<file path="src/include/pfd_pkg.sv">
// constants, region map and carrier types of the peripheral frame decoder
// assumes one clock domain shared with the processor core
package pfd_pkg;

    localparam int ADDR_W = 22;
    localparam int DATA_W = 32;
    localparam int F2_DATA_W = 16;
    localparam int NREG = 27;
    localparam int RIDX_W = 5;
    localparam int RESP_LAT = 2;

    // frame codes
    localparam logic [1:0] FR_NONE = 2'h0;
    localparam logic [1:0] FR_0 = 2'h1;
    localparam logic [1:0] FR_1 = 2'h2;
    localparam logic [1:0] FR_2 = 2'h3;

    // access policy of a region
    localparam logic [2:0] ATTR_OPEN = 3'h0;
    localparam logic [2:0] ATTR_PROT = 3'h1;
    localparam logic [2:0] ATTR_PART = 3'h2;
    localparam logic [2:0] ATTR_FLASH = 3'h3;
    localparam logic [2:0] ATTR_CAN = 3'h4;

    // indices of regions named by the router's checks
    localparam logic [RIDX_W-1:0] RGN_FLASH = 5'h01;
    localparam logic [RIDX_W-1:0] RGN_CSM_KEY = 5'h02;
    localparam logic [RIDX_W-1:0] RGN_ADC_DUAL = 5'h03;
    localparam logic [RIDX_W-1:0] RGN_CAN_A = 5'h07;
    localparam logic [RIDX_W-1:0] RGN_PWM = 5'h0b;
    localparam logic [RIDX_W-1:0] RGN_GPIO_WAKE = 5'h10;

    typedef logic [ADDR_W-1:0] pfd_addr_t;

    typedef struct packed {
        pfd_addr_t first;
        pfd_addr_t last;
        logic [1:0] frame;
        logic [2:0] attr;
    } pfd_region_t;

    localparam pfd_region_t REGION_MAP [NREG] = '{
        '{22'h000880, 22'h0009ff, FR_0, ATTR_PROT},
        '{22'h000a80, 22'h000adf, FR_0, ATTR_FLASH},
        '{22'h000ae0, 22'h000aef, FR_0, ATTR_PROT},
        '{22'h000b00, 22'h000b0f, FR_0, ATTR_OPEN},
        '{22'h000c00, 22'h000c3f, FR_0, ATTR_OPEN},
        '{22'h000ce0, 22'h000cff, FR_0, ATTR_OPEN},
        '{22'h000d00, 22'h000dff, FR_0, ATTR_PROT},
        '{22'h006000, 22'h0060ff, FR_1, ATTR_CAN},
        '{22'h006100, 22'h0061ff, FR_1, ATTR_OPEN},
        '{22'h006200, 22'h0062ff, FR_1, ATTR_CAN},
        '{22'h006300, 22'h0063ff, FR_1, ATTR_OPEN},
        '{22'h006800, 22'h00697f, FR_1, ATTR_PART},
        '{22'h006a00, 22'h006a7f, FR_1, ATTR_OPEN},
        '{22'h006b00, 22'h006b7f, FR_1, ATTR_OPEN},
        '{22'h006f80, 22'h006fbf, FR_1, ATTR_PROT},
        '{22'h006fc0, 22'h006fdf, FR_1, ATTR_OPEN},
        '{22'h006fe0, 22'h006fff, FR_1, ATTR_PROT},
        '{22'h007010, 22'h00702f, FR_2, ATTR_PROT},
        '{22'h007040, 22'h00704f, FR_2, ATTR_OPEN},
        '{22'h007050, 22'h00705f, FR_2, ATTR_OPEN},
        '{22'h007070, 22'h00707f, FR_2, ATTR_OPEN},
        '{22'h007100, 22'h00711f, FR_2, ATTR_OPEN},
        '{22'h007740, 22'h00774f, FR_2, ATTR_OPEN},
        '{22'h007750, 22'h00775f, FR_2, ATTR_OPEN},
        '{22'h007760, 22'h00776f, FR_2, ATTR_OPEN},
        '{22'h007780, 22'h00778f, FR_2, ATTR_OPEN},
        '{22'h007900, 22'h00792f, FR_2, ATTR_OPEN}
    };

    // cpu data bus request, one cycle per access
    typedef struct packed {
        logic valid;
        logic write;
        logic wide;
        pfd_addr_t addr;
        logic [DATA_W-1:0] wdata;
    } pfd_cpu_req_t;

    // strobe towards one peripheral frame
    typedef struct packed {
        logic valid;
        logic write;
        logic wide;
        logic priv;
        logic [RIDX_W-1:0] ridx;
        pfd_addr_t addr;
        logic [DATA_W-1:0] wdata;
    } pfd_periph_acc_t;

    typedef struct packed {
        logic window_open;
        pfd_periph_acc_t f0;
        pfd_periph_acc_t f1;
        pfd_periph_acc_t f2;
        logic rpend;
        logic dpend;
        logic [1:0] rsrc;
        logic ack;
        logic discard;
        logic [DATA_W-1:0] rdata;
    } pfd_state_t;

endpackage : pfd_pkg

</file>
<file path="src/rtl/pfd_frame_router.sv">
// routing and access policing of cpu accesses into three peripheral frames
// assumes the core, security module and peripherals share i_mclk
`timescale 1ns/1ps
`default_nettype none

module pfd_frame_router (
    input wire logic i_mclk,
    input wire logic i_rst_n,
    input wire logic i_ce,
    input wire pfd_pkg::pfd_cpu_req_t i_req,
    input wire logic i_open_instr,
    input wire logic i_close_instr,
    input wire logic i_csm_unlocked,
    input wire logic [pfd_pkg::DATA_W-1:0] i_f0_rdata,
    input wire logic [pfd_pkg::DATA_W-1:0] i_f1_rdata,
    input wire logic [pfd_pkg::F2_DATA_W-1:0] i_f2_rdata,
    output pfd_pkg::pfd_periph_acc_t o_f0_acc,
    output pfd_pkg::pfd_periph_acc_t o_f1_acc,
    output pfd_pkg::pfd_periph_acc_t o_f2_acc,
    output logic o_ack,
    output logic o_discard,
    output logic [pfd_pkg::DATA_W-1:0] o_rdata,
    output logic o_window_open
);

    pfd_pkg::pfd_state_t st_reg;
    pfd_pkg::pfd_state_t st_next;

    logic dec_hit;
    logic [pfd_pkg::RIDX_W-1:0] dec_idx;
    logic [1:0] dec_frame;
    logic [2:0] dec_attr;

    logic width_ok;
    logic sec_ok;
    logic wr_ok;
    logic go;
    pfd_pkg::pfd_periph_acc_t acc;

    pfd_addr_decode u_decode (
        .i_addr(i_req.addr),
        .o_hit(dec_hit),
        .o_idx(dec_idx),
        .o_frame(dec_frame),
        .o_attr(dec_attr)
    );

    // policing of the access presented this cycle
    always_comb begin
        unique case (dec_frame)
            pfd_pkg::FR_0: width_ok = 1'b1;
            pfd_pkg::FR_1: width_ok = !(dec_attr == pfd_pkg::ATTR_CAN && !i_req.wide) &&
                                      !(i_req.wide && i_req.addr[0]);
            pfd_pkg::FR_2: width_ok = !i_req.wide;
            default: width_ok = 1'b0;
        endcase
        // security lock gates reads and writes of flash control
        sec_ok = (dec_attr != pfd_pkg::ATTR_FLASH) || i_csm_unlocked;
        // reads never depend on the window
        wr_ok = !i_req.write || st_reg.window_open ||
                !(dec_attr == pfd_pkg::ATTR_PROT || dec_attr == pfd_pkg::ATTR_FLASH);
        go = dec_hit && width_ok && sec_ok && wr_ok;
        acc.valid = 1'b1;
        acc.write = i_req.write;
        acc.wide = i_req.wide;
        // partial protection is resolved per bit inside the peripheral
        acc.priv = st_reg.window_open;
        acc.ridx = dec_idx;
        acc.addr = i_req.addr;
        acc.wdata = i_req.wdata;
        if (dec_frame == pfd_pkg::FR_2) begin
            acc.wdata[pfd_pkg::DATA_W-1:pfd_pkg::F2_DATA_W] = '0;
        end
    end

    always_comb begin
        st_next = st_reg;
        st_next.f0.valid = 1'b0;
        st_next.f1.valid = 1'b0;
        st_next.f2.valid = 1'b0;
        st_next.ack = 1'b0;
        st_next.discard = 1'b0;
        st_next.rpend = 1'b0;
        st_next.dpend = 1'b0;
        // close wins when both instructions retire together
        if (i_close_instr) begin
            st_next.window_open = 1'b0;
        end else if (i_open_instr) begin
            st_next.window_open = 1'b1;
        end
        // answer stage: data captured one cycle after the strobe
        if (st_reg.rpend) begin
            st_next.ack = 1'b1;
            st_next.discard = st_reg.dpend;
            unique case (st_reg.rsrc)
                pfd_pkg::FR_0: st_next.rdata = i_f0_rdata;
                pfd_pkg::FR_1: st_next.rdata = i_f1_rdata;
                pfd_pkg::FR_2: st_next.rdata = {{(pfd_pkg::DATA_W-pfd_pkg::F2_DATA_W){1'b0}}, i_f2_rdata};
                default: st_next.rdata = '0;
            endcase
        end
        // a refused access is still answered so the bus never stalls
        if (i_req.valid) begin
            st_next.rpend = 1'b1;
            st_next.dpend = !go;
            st_next.rsrc = go ? dec_frame : pfd_pkg::FR_NONE;
            if (go) begin
                unique case (dec_frame)
                    pfd_pkg::FR_0: st_next.f0 = acc;
                    pfd_pkg::FR_1: st_next.f1 = acc;
                    pfd_pkg::FR_2: st_next.f2 = acc;
                    default: st_next.rsrc = pfd_pkg::FR_NONE;
                endcase
            end
        end
    end

    always_ff @(posedge i_mclk or negedge i_rst_n) begin
        if (!i_rst_n) begin
            st_reg <= '0;
        end else if (i_ce) begin
            st_reg <= st_next;
        end
    end

    assign o_f0_acc = st_reg.f0;
    assign o_f1_acc = st_reg.f1;
    assign o_f2_acc = st_reg.f2;
    assign o_ack = st_reg.ack;
    assign o_discard = st_reg.discard;
    assign o_rdata = st_reg.rdata;
    assign o_window_open = st_reg.window_open;

    logic any_strobe;
    assign any_strobe = o_f0_acc.valid || o_f1_acc.valid || o_f2_acc.valid;
endmodule : pfd_frame_router

`default_nettype wire

</file>
<file path="src/rtl/pfd_addr_decode.sv">
// address to region decoder of the peripheral frame decoder
// assumes the region map in pfd_pkg holds disjoint ranges
`timescale 1ns/1ps
`default_nettype none

module pfd_addr_decode (
    input wire pfd_pkg::pfd_addr_t i_addr,
    output logic o_hit,
    output logic [pfd_pkg::RIDX_W-1:0] o_idx,
    output logic [1:0] o_frame,
    output logic [2:0] o_attr
);

    logic [pfd_pkg::NREG-1:0] match;

    generate
        for (genvar g = 0; g < pfd_pkg::NREG; g++) begin : g_cmp
            assign match[g] = (i_addr >= pfd_pkg::REGION_MAP[g].first) &&
                              (i_addr <= pfd_pkg::REGION_MAP[g].last);
        end
    endgenerate

    // ranges never overlap, so at most one bit is set
    always_comb begin
        o_hit = 1'b0;
        o_idx = '0;
        o_frame = pfd_pkg::FR_NONE;
        o_attr = pfd_pkg::ATTR_OPEN;
        for (int i = 0; i < pfd_pkg::NREG; i++) begin
            if (match[i]) begin
                o_hit = 1'b1;
                o_idx = pfd_pkg::RIDX_W'(i);
                o_frame = pfd_pkg::REGION_MAP[i].frame;
                o_attr = pfd_pkg::REGION_MAP[i].attr;
            end
        end
    end

endmodule : pfd_addr_decode

`default_nettype wire

</file>
<file path="config.mk">
export PLATFORM = sky130hd
export DESIGN_NAME = pfd_frame_router
export DESIGN_NICKNAME = d
export VERILOG_FILES = /design/src/include/pfd_pkg.sv /design/src/rtl/pfd_frame_router.sv /design/src/rtl/pfd_addr_decode.sv
export SDC_FILE = /design/constraint.sdc
export NUM_CORES = 1
export LEC_CHECK = 0
export BUFFER_PORTS_ARGS = -buffer_cell sky130_fd_sc_hd__buf_4
export CORE_UTILIZATION = 41
export DETAILED_ROUTE_END_ITERATION = 7
export PLACE_DENSITY = 0.66
export SLEW_MARGIN = 0
export SYNTH_ARGS = -nofsm -noshare
export SYNTH_HDL_FRONTEND = slang
export SYNTH_SLANG_ARGS = --single-unit
</file>
<file path="constraint.sdc">
create_clock -name i_mclk -period 3 [get_ports i_mclk]
set_input_delay 0.15 -clock i_mclk [delete_from_list [all_inputs] [get_ports i_mclk]]
set_output_delay 0.15 -clock i_mclk [all_outputs]
set_load 0.05 [all_outputs]
</file>
==> results of run 1 <==
## metal layers
metal	vias up	share of wire (%)	global-route usage, %
met2	370	49	38.02
met5	-	0	0
met4	0	3.5	7.817
met1	4434	42	28.09
li1	4166	-	-
met3	87	6.2	4.485
## worst paths after layout
kind                                      from      endpoint  slack [ns]  cells past startpoint
worst max-delay path                 i_req[40]  o_f0_acc[54]        0.26                     10
worst min-delay path            i_f1_rdata[29]   o_rdata[29]        0.01                      3
worst max register to register      st_reg[34]   o_rdata[25]        0.46                      5
worst min register to register    o_f2_acc[45]  o_f2_acc[45]        0.47                      1
max in group asynchronous              i_rst_n   o_rdata[21]        1.91                      3
min in group asynchronous              i_rst_n  o_f2_acc[45]        0.26                      2
## where the power goes
group          switching [W]  leakage (nW)  internal (W)  total [W]
Combinational       0.000398          4.73      0.000342   0.000740
Clock                0.00126         0.422       0.00195    0.00321
Sequential         0.0000201          3.17       0.00311    0.00313
## worst reg2reg max path: stages (launching register included)
cell and delay (ns):
dfrtp_1 0.64, nor2b_2 0.52, buf_4 0.35, a22oi_1 0.13, dlygate4sd3_1 0.58, o21ai_0 0.20
## per-stage QoR
| step | instance area (µm²) | std cells |
|---|---|---|
| final | 16070 | 1793 |
| after global routing | 16070 | 1793 |
| after CTS | 16070 | 1793 |
| after detailed placement | 14290 | 1658 |
| after global placement | 14290 | 1658 |
| after floorplan | 11980 | 1066 |
## cell type report
class                           instances  area (µm²)  area share (%)
Clock buffer                           36       726.9           4.523
Tap cell                              384       480.5           2.989
Inverter                               12       45.04          0.2802
Clock inverter                          8       140.1          0.8719
Multi-Input combinational cell        548        4283           26.65
Timing Repair Buffer                  577        4692           29.19
Sequential cell                       228        5705           35.50
## synth_stat cells, drive strengths merged (10+ instances only)
cell    number
nor4        15
nor3        16
dfrtp      228
nor2b       20
buf        248
nor2        24
nand3       21
or3         11
clkbuf      30
nand4       13
nand2b      10
mux2       150
o21ai       40
a21oi       11
a22oi       32
and2        33
inv         12
nand2       60
## kinds of logic after synthesis
kind of cell / share of synthesized area (%)
AO/OA/AOI/OAI: 7.539
buffers and inverters: 16.84
flip-flops: 47.61
multiplexers: 15.15
AND/OR/NAND/NOR: 12.85
## timing repair
| action | CTS | global route |
|---|---|---|
| hold buffers | 91 | 0 |
| gates resized for setup | 0 | 1 |
| setup endpoints to repair | 0 | 62 |
| hold endpoints to repair | 227 | 0 |
==> results.tsv, run 1 <==
metric	value	unit
power_density	440.2	mW/mm²
core	0.02870	mm²
cts_max_level	1	
worst_pin_slew	0.9588	ns
hold_viol	0	
dieArea	0.02991	mm²
finalSetupViolations	0	
outcome	completed	
postCtsSetupBuffers	0	
clk_latency	0.53	ns
dieWidth	173.0	µm
yosys.cell_types.count	74	
grt_overflow	0	
start_util	41.75	%
ant_nets	0	
synth.area.top_cells	dfrtp_1, buf_4, mux2_2	
max_freq	0.3645	GHz
grt_setup_unrepaired	no	
setup.worst_path.class	in -> reg	
cts_tree	built	
detailedPlace.worstSlack	-0.4703	ns
rows	62	
maxSlewViolCount	0	
grt.total_usage	22.29	%
synth_edf_count	0	
drc_errors	0	
synth-seq-cells	228	
drv_cap	0	
grt_max_degree	99	
vdd_drop_max	0.3328	mV
via_per_inst	5.051	
place_congestion	0.9308	
cts_sinks	228	
worstPathRequired	3.42	ns
worstPathArrival	3.16	ns
yosys.area.top_type	dfrtp_1	
syn-num-nets	1209	
antenna_found_initial	0	
die_h	173.0	µm
vias	9057	
antenna-diode-count	0	
cts-buffers-inserted	25	
fillCellCount	2437	
clock_path_buffers	3	
cts-root-buf	clkbuf_16	
grt_pass1_vias	9193	
cp_slowest_cell	nor4b_2	
synth_top_area_share	47.61	%
yosysSeqAreaShare	47.61	%
worstPathMaxFanout	43	
drive_above_1_share	46.27	%
avgSynthCellArea	11.24	µm²
io_pins	367	
holdWs	0.01120	ns
clkTransAtPathRegs	0.06	ns
min_period_over_period	91.44	%
ys_async_sr_fraction	100.0	%
routedWlPerCell	18.97	µm
critPathBufInv	2	
syn_inst	1066	
finalPower	0.007075	W
grt_pass1_wl	52620	µm
port-buffer-count	366	
most-common-layout-cells	buf_4, dfrtp_1, dlygate4sd3_1	
power_leakage	8.317	nW
layout_commonest_cell	buf_4	
setup_slack	0.2568	ns
ys.flop_type	dfrtp_1	
areaGrowthSynthToFinish	34.13	%
ys_warn_count	0	
finalSetupTns	0	ns
fin_nets	1535	
crit_family	compound AO/OA/AOI/OAI gates	
worstSetupEndpointType	flip-flop	
first_pass_iters	5	
start_kind	input pin	
maxSlewHeadroom	35.85	%
fin_skew	0.009209	ns
hold_path_class	in -> reg	
wl	34020	µm
crit_path_max_incr_delay	0.42	ns
dr.first_iter.drc_count	650	
netlist_area	0.01198	mm²
fin_crit	2.743	ns
dp.final_hpwl	24650	µm
final_util	56.00	%
crit_chain	buf_4 > nor4b_2 > nand4_1 > a311o_1 > a31oi_1 > a22o_1 > o211ai_1 > nor4_4 > buf_12 > mux2_2	
No activity file was read; power rests on OpenSTA's default activity.
==> run 2: changes to the inputs <==
- clock period: 3 -> 2.6 ns (I/O delays scaled with it)
==> run 2 against run 1 <==
Net effect: via count grew 2.3%; clock-buffer cell count shrank 3; largest power group unchanged; sequential cell count is the same; sequential power increased by 15%; final cell count is 3.0% higher; first-iteration DRC count is 4.9% higher; non-clock buffer count increased by 53; design area is 8.2% higher; critical path type unchanged; clock skew up 0.023 ns; the run now ends with setup timing left; die area unchanged.
==> results.tsv, run 2 (same netlist as run 1, synthesis figures left out) <==
metric	value	unit
r2r_end	o_rdata[16]	
min_period_over_period	100.6	%
dp_cells	1682	
cts_max_level	1	
wl	36910	µm
dr.first_iter.drc_count	682	
cpMostUsedCell	or4_4	
die_h	173.0	µm
maxSlewViolCount	0	
drv_cap	0	
worstPathRequired	3.00	ns
grt_pass1_vias	9171	
grt_pass1_wl	53250	µm
cts_sinks	228	
power_density	474.1	mW/mm²
port-buffer-count	366	
first_pass_iters	5	
fillCellCount	2314	
whs_path_depth	3	
clkTransAtPathRegs	0.06	ns
finalPower	0.008245	W
worst_pin_slew	0.9947	ns
fin_skew	0.03174	ns
fin_nets	1587	
routedWlPerCell	19.99	µm
grt.total_usage	22.40	%
drc_errors	0	
fin_cells	1846	
io_pins	367	
setup_slack	-0.01585	ns
hold_viol	0	
cts-root-buf	clkbuf_16	
hold_path_class	in -> reg	
final_util	60.58	%
ant_nets	0	
rr_worst_depth	4	
dp.final_hpwl	25220	µm
finalSetupViolations	25	
multi_input_area	0.004866	mm²
dieWidth	173.0	µm
worstPathMaxFanout	30	
rows	62	
antenna-diode-count	0	
detailedPlace.worstSlack	-0.6566	ns
cts_tree	built	
setup.worst_path.class	in -> reg	
most-common-layout-cells	buf_4, dfrtp_1, mux2_4	
violations	setup timing	
via_per_inst	5.017	
start_util	41.75	%
grt_setup_unrepaired	yes	
layout_commonest_cell	buf_4	
rrSetupSlack	0.44	ns
power_leakage	8.963	nW
ff_latch_area	0.005705	mm²
r2r_start	st_reg[34]	
maxSlewHeadroom	33.45	%
core	0.02870	mm²
grt_max_degree	90	
antenna_found_initial	0	
clock_path_buffers	3	
crit_chain	buf_6 > or4_4 > buf_6 > a211oi_4 > nand2_2 > a221oi_4 > or4_4 > nor2_4 > or4_4 > buf_12 > mux2_4	
areaGrowthSynthToFinish	45.12	%
vias	9261	
outcome	finished with violations	
worstPathArrival	3.02	ns
hp-start	i_f1_rdata[20]	
dieArea	0.02991	mm²
grt_overflow	0	
cp_slowest_cell	or4_4	
hold_end	o_rdata[20]	
crit_path_max_incr_delay	0.61	ns
start_kind	input pin	
drive_above_1_share	52.74	%
place_congestion	0.9297	
clk_latency	0.53	ns
vdd_drop_max	0.3933	mV
cts-buffers-inserted	24	
max_freq	0.3823	GHz
worstSetupEndpointType	flip-flop	
fin_crit	2.616	ns
[run 2: cell types whose count changed in the layout (fill, tap and decap cells not counted), moves of 5 or more]
cell,previous run,this run
buf_4,475,494
buf_6,0,15
clkbuf_16,25,33
mux2_1,46,25
mux2_2,73,24
mux2_4,31,101
nor4_1,12,7
[run 2: how the worst max path moves through the flow]
stage               from      endpoint  cells after the start
5_1_grt        i_req[47]  o_f2_acc[41]                     11
4_1_cts        i_req[44]  o_f0_acc[43]                     14
3_3_place_gp   i_req[40]  o_f0_acc[26]                     10
2_1_floorplan  i_req[49]  o_f0_acc[37]                     10
6_report       i_req[50]  o_f2_acc[10]                     11
3_5_place_dp   i_req[40]  o_f0_acc[24]                     10
[run 2: repair_timing]
| item | CTS | global route |
|---|---|---|
| hold buffers | 93 | 0 |
| setup buffers | 2 | 15 |
| cloned | 0 | 10 |
| endpoints found under the setup margin | 137 | 155 |
| gates resized for setup | 6 | 131 |
| hold endpoints to repair | 369 | 0 |
| pin swaps | 3 | 20 |
[run 2: layout make-up]
| class | instances | area share [%] |
|---|---|---|
| clock buffers | 33 | 4.051 |
| clock inverters | 11 | 1.000 |
| inverters | 12 | 0.2590 |
| multi-input cells | 548 | 27.98 |
| flip-flops and latches | 228 | 32.81 |
| well taps | 384 | 2.763 |
| repair buffers | 630 | 31.13 |
[run 2: worst max-delay path: cells and delay by family]
kind	cells	cell delay [ns]
AOI/OAI and AO/OA	2	0.54
buffers and inverters	3	0.48
muxes	1	0.31
and+or+nand+nor	5	1.54
[run 2: stage by stage]
| stage | hold slack (ns) | area, µm² | setup TNS, ns |
|---|---|---|---|
| finish | 0.004456 | 17390 | -0.2418 |
| global route | 0.04245 | 17390 | -3.626 |
| CTS | 0.006231 | 16450 | -0.002932 |
| detailed placement | 0.04585 | 14600 | -102.50 |
| global placement | 0.04686 | 14600 | -95.71 |
| floorplan | -0.1656 | 12200 | -23.78 |
[run 2: power breakdown]
group	switching, W	internal, W
clock network	0.00139	0.00230
logic	0.000498	0.000451
registers	0.0000215	0.00358
[run 2: routing by layer]
layer  track usage (%)  share of wire, %
met4             5.605               2.4
met1             29.79                43
met2             38.61                50
met5                 0                 0
met3             2.924               4.9
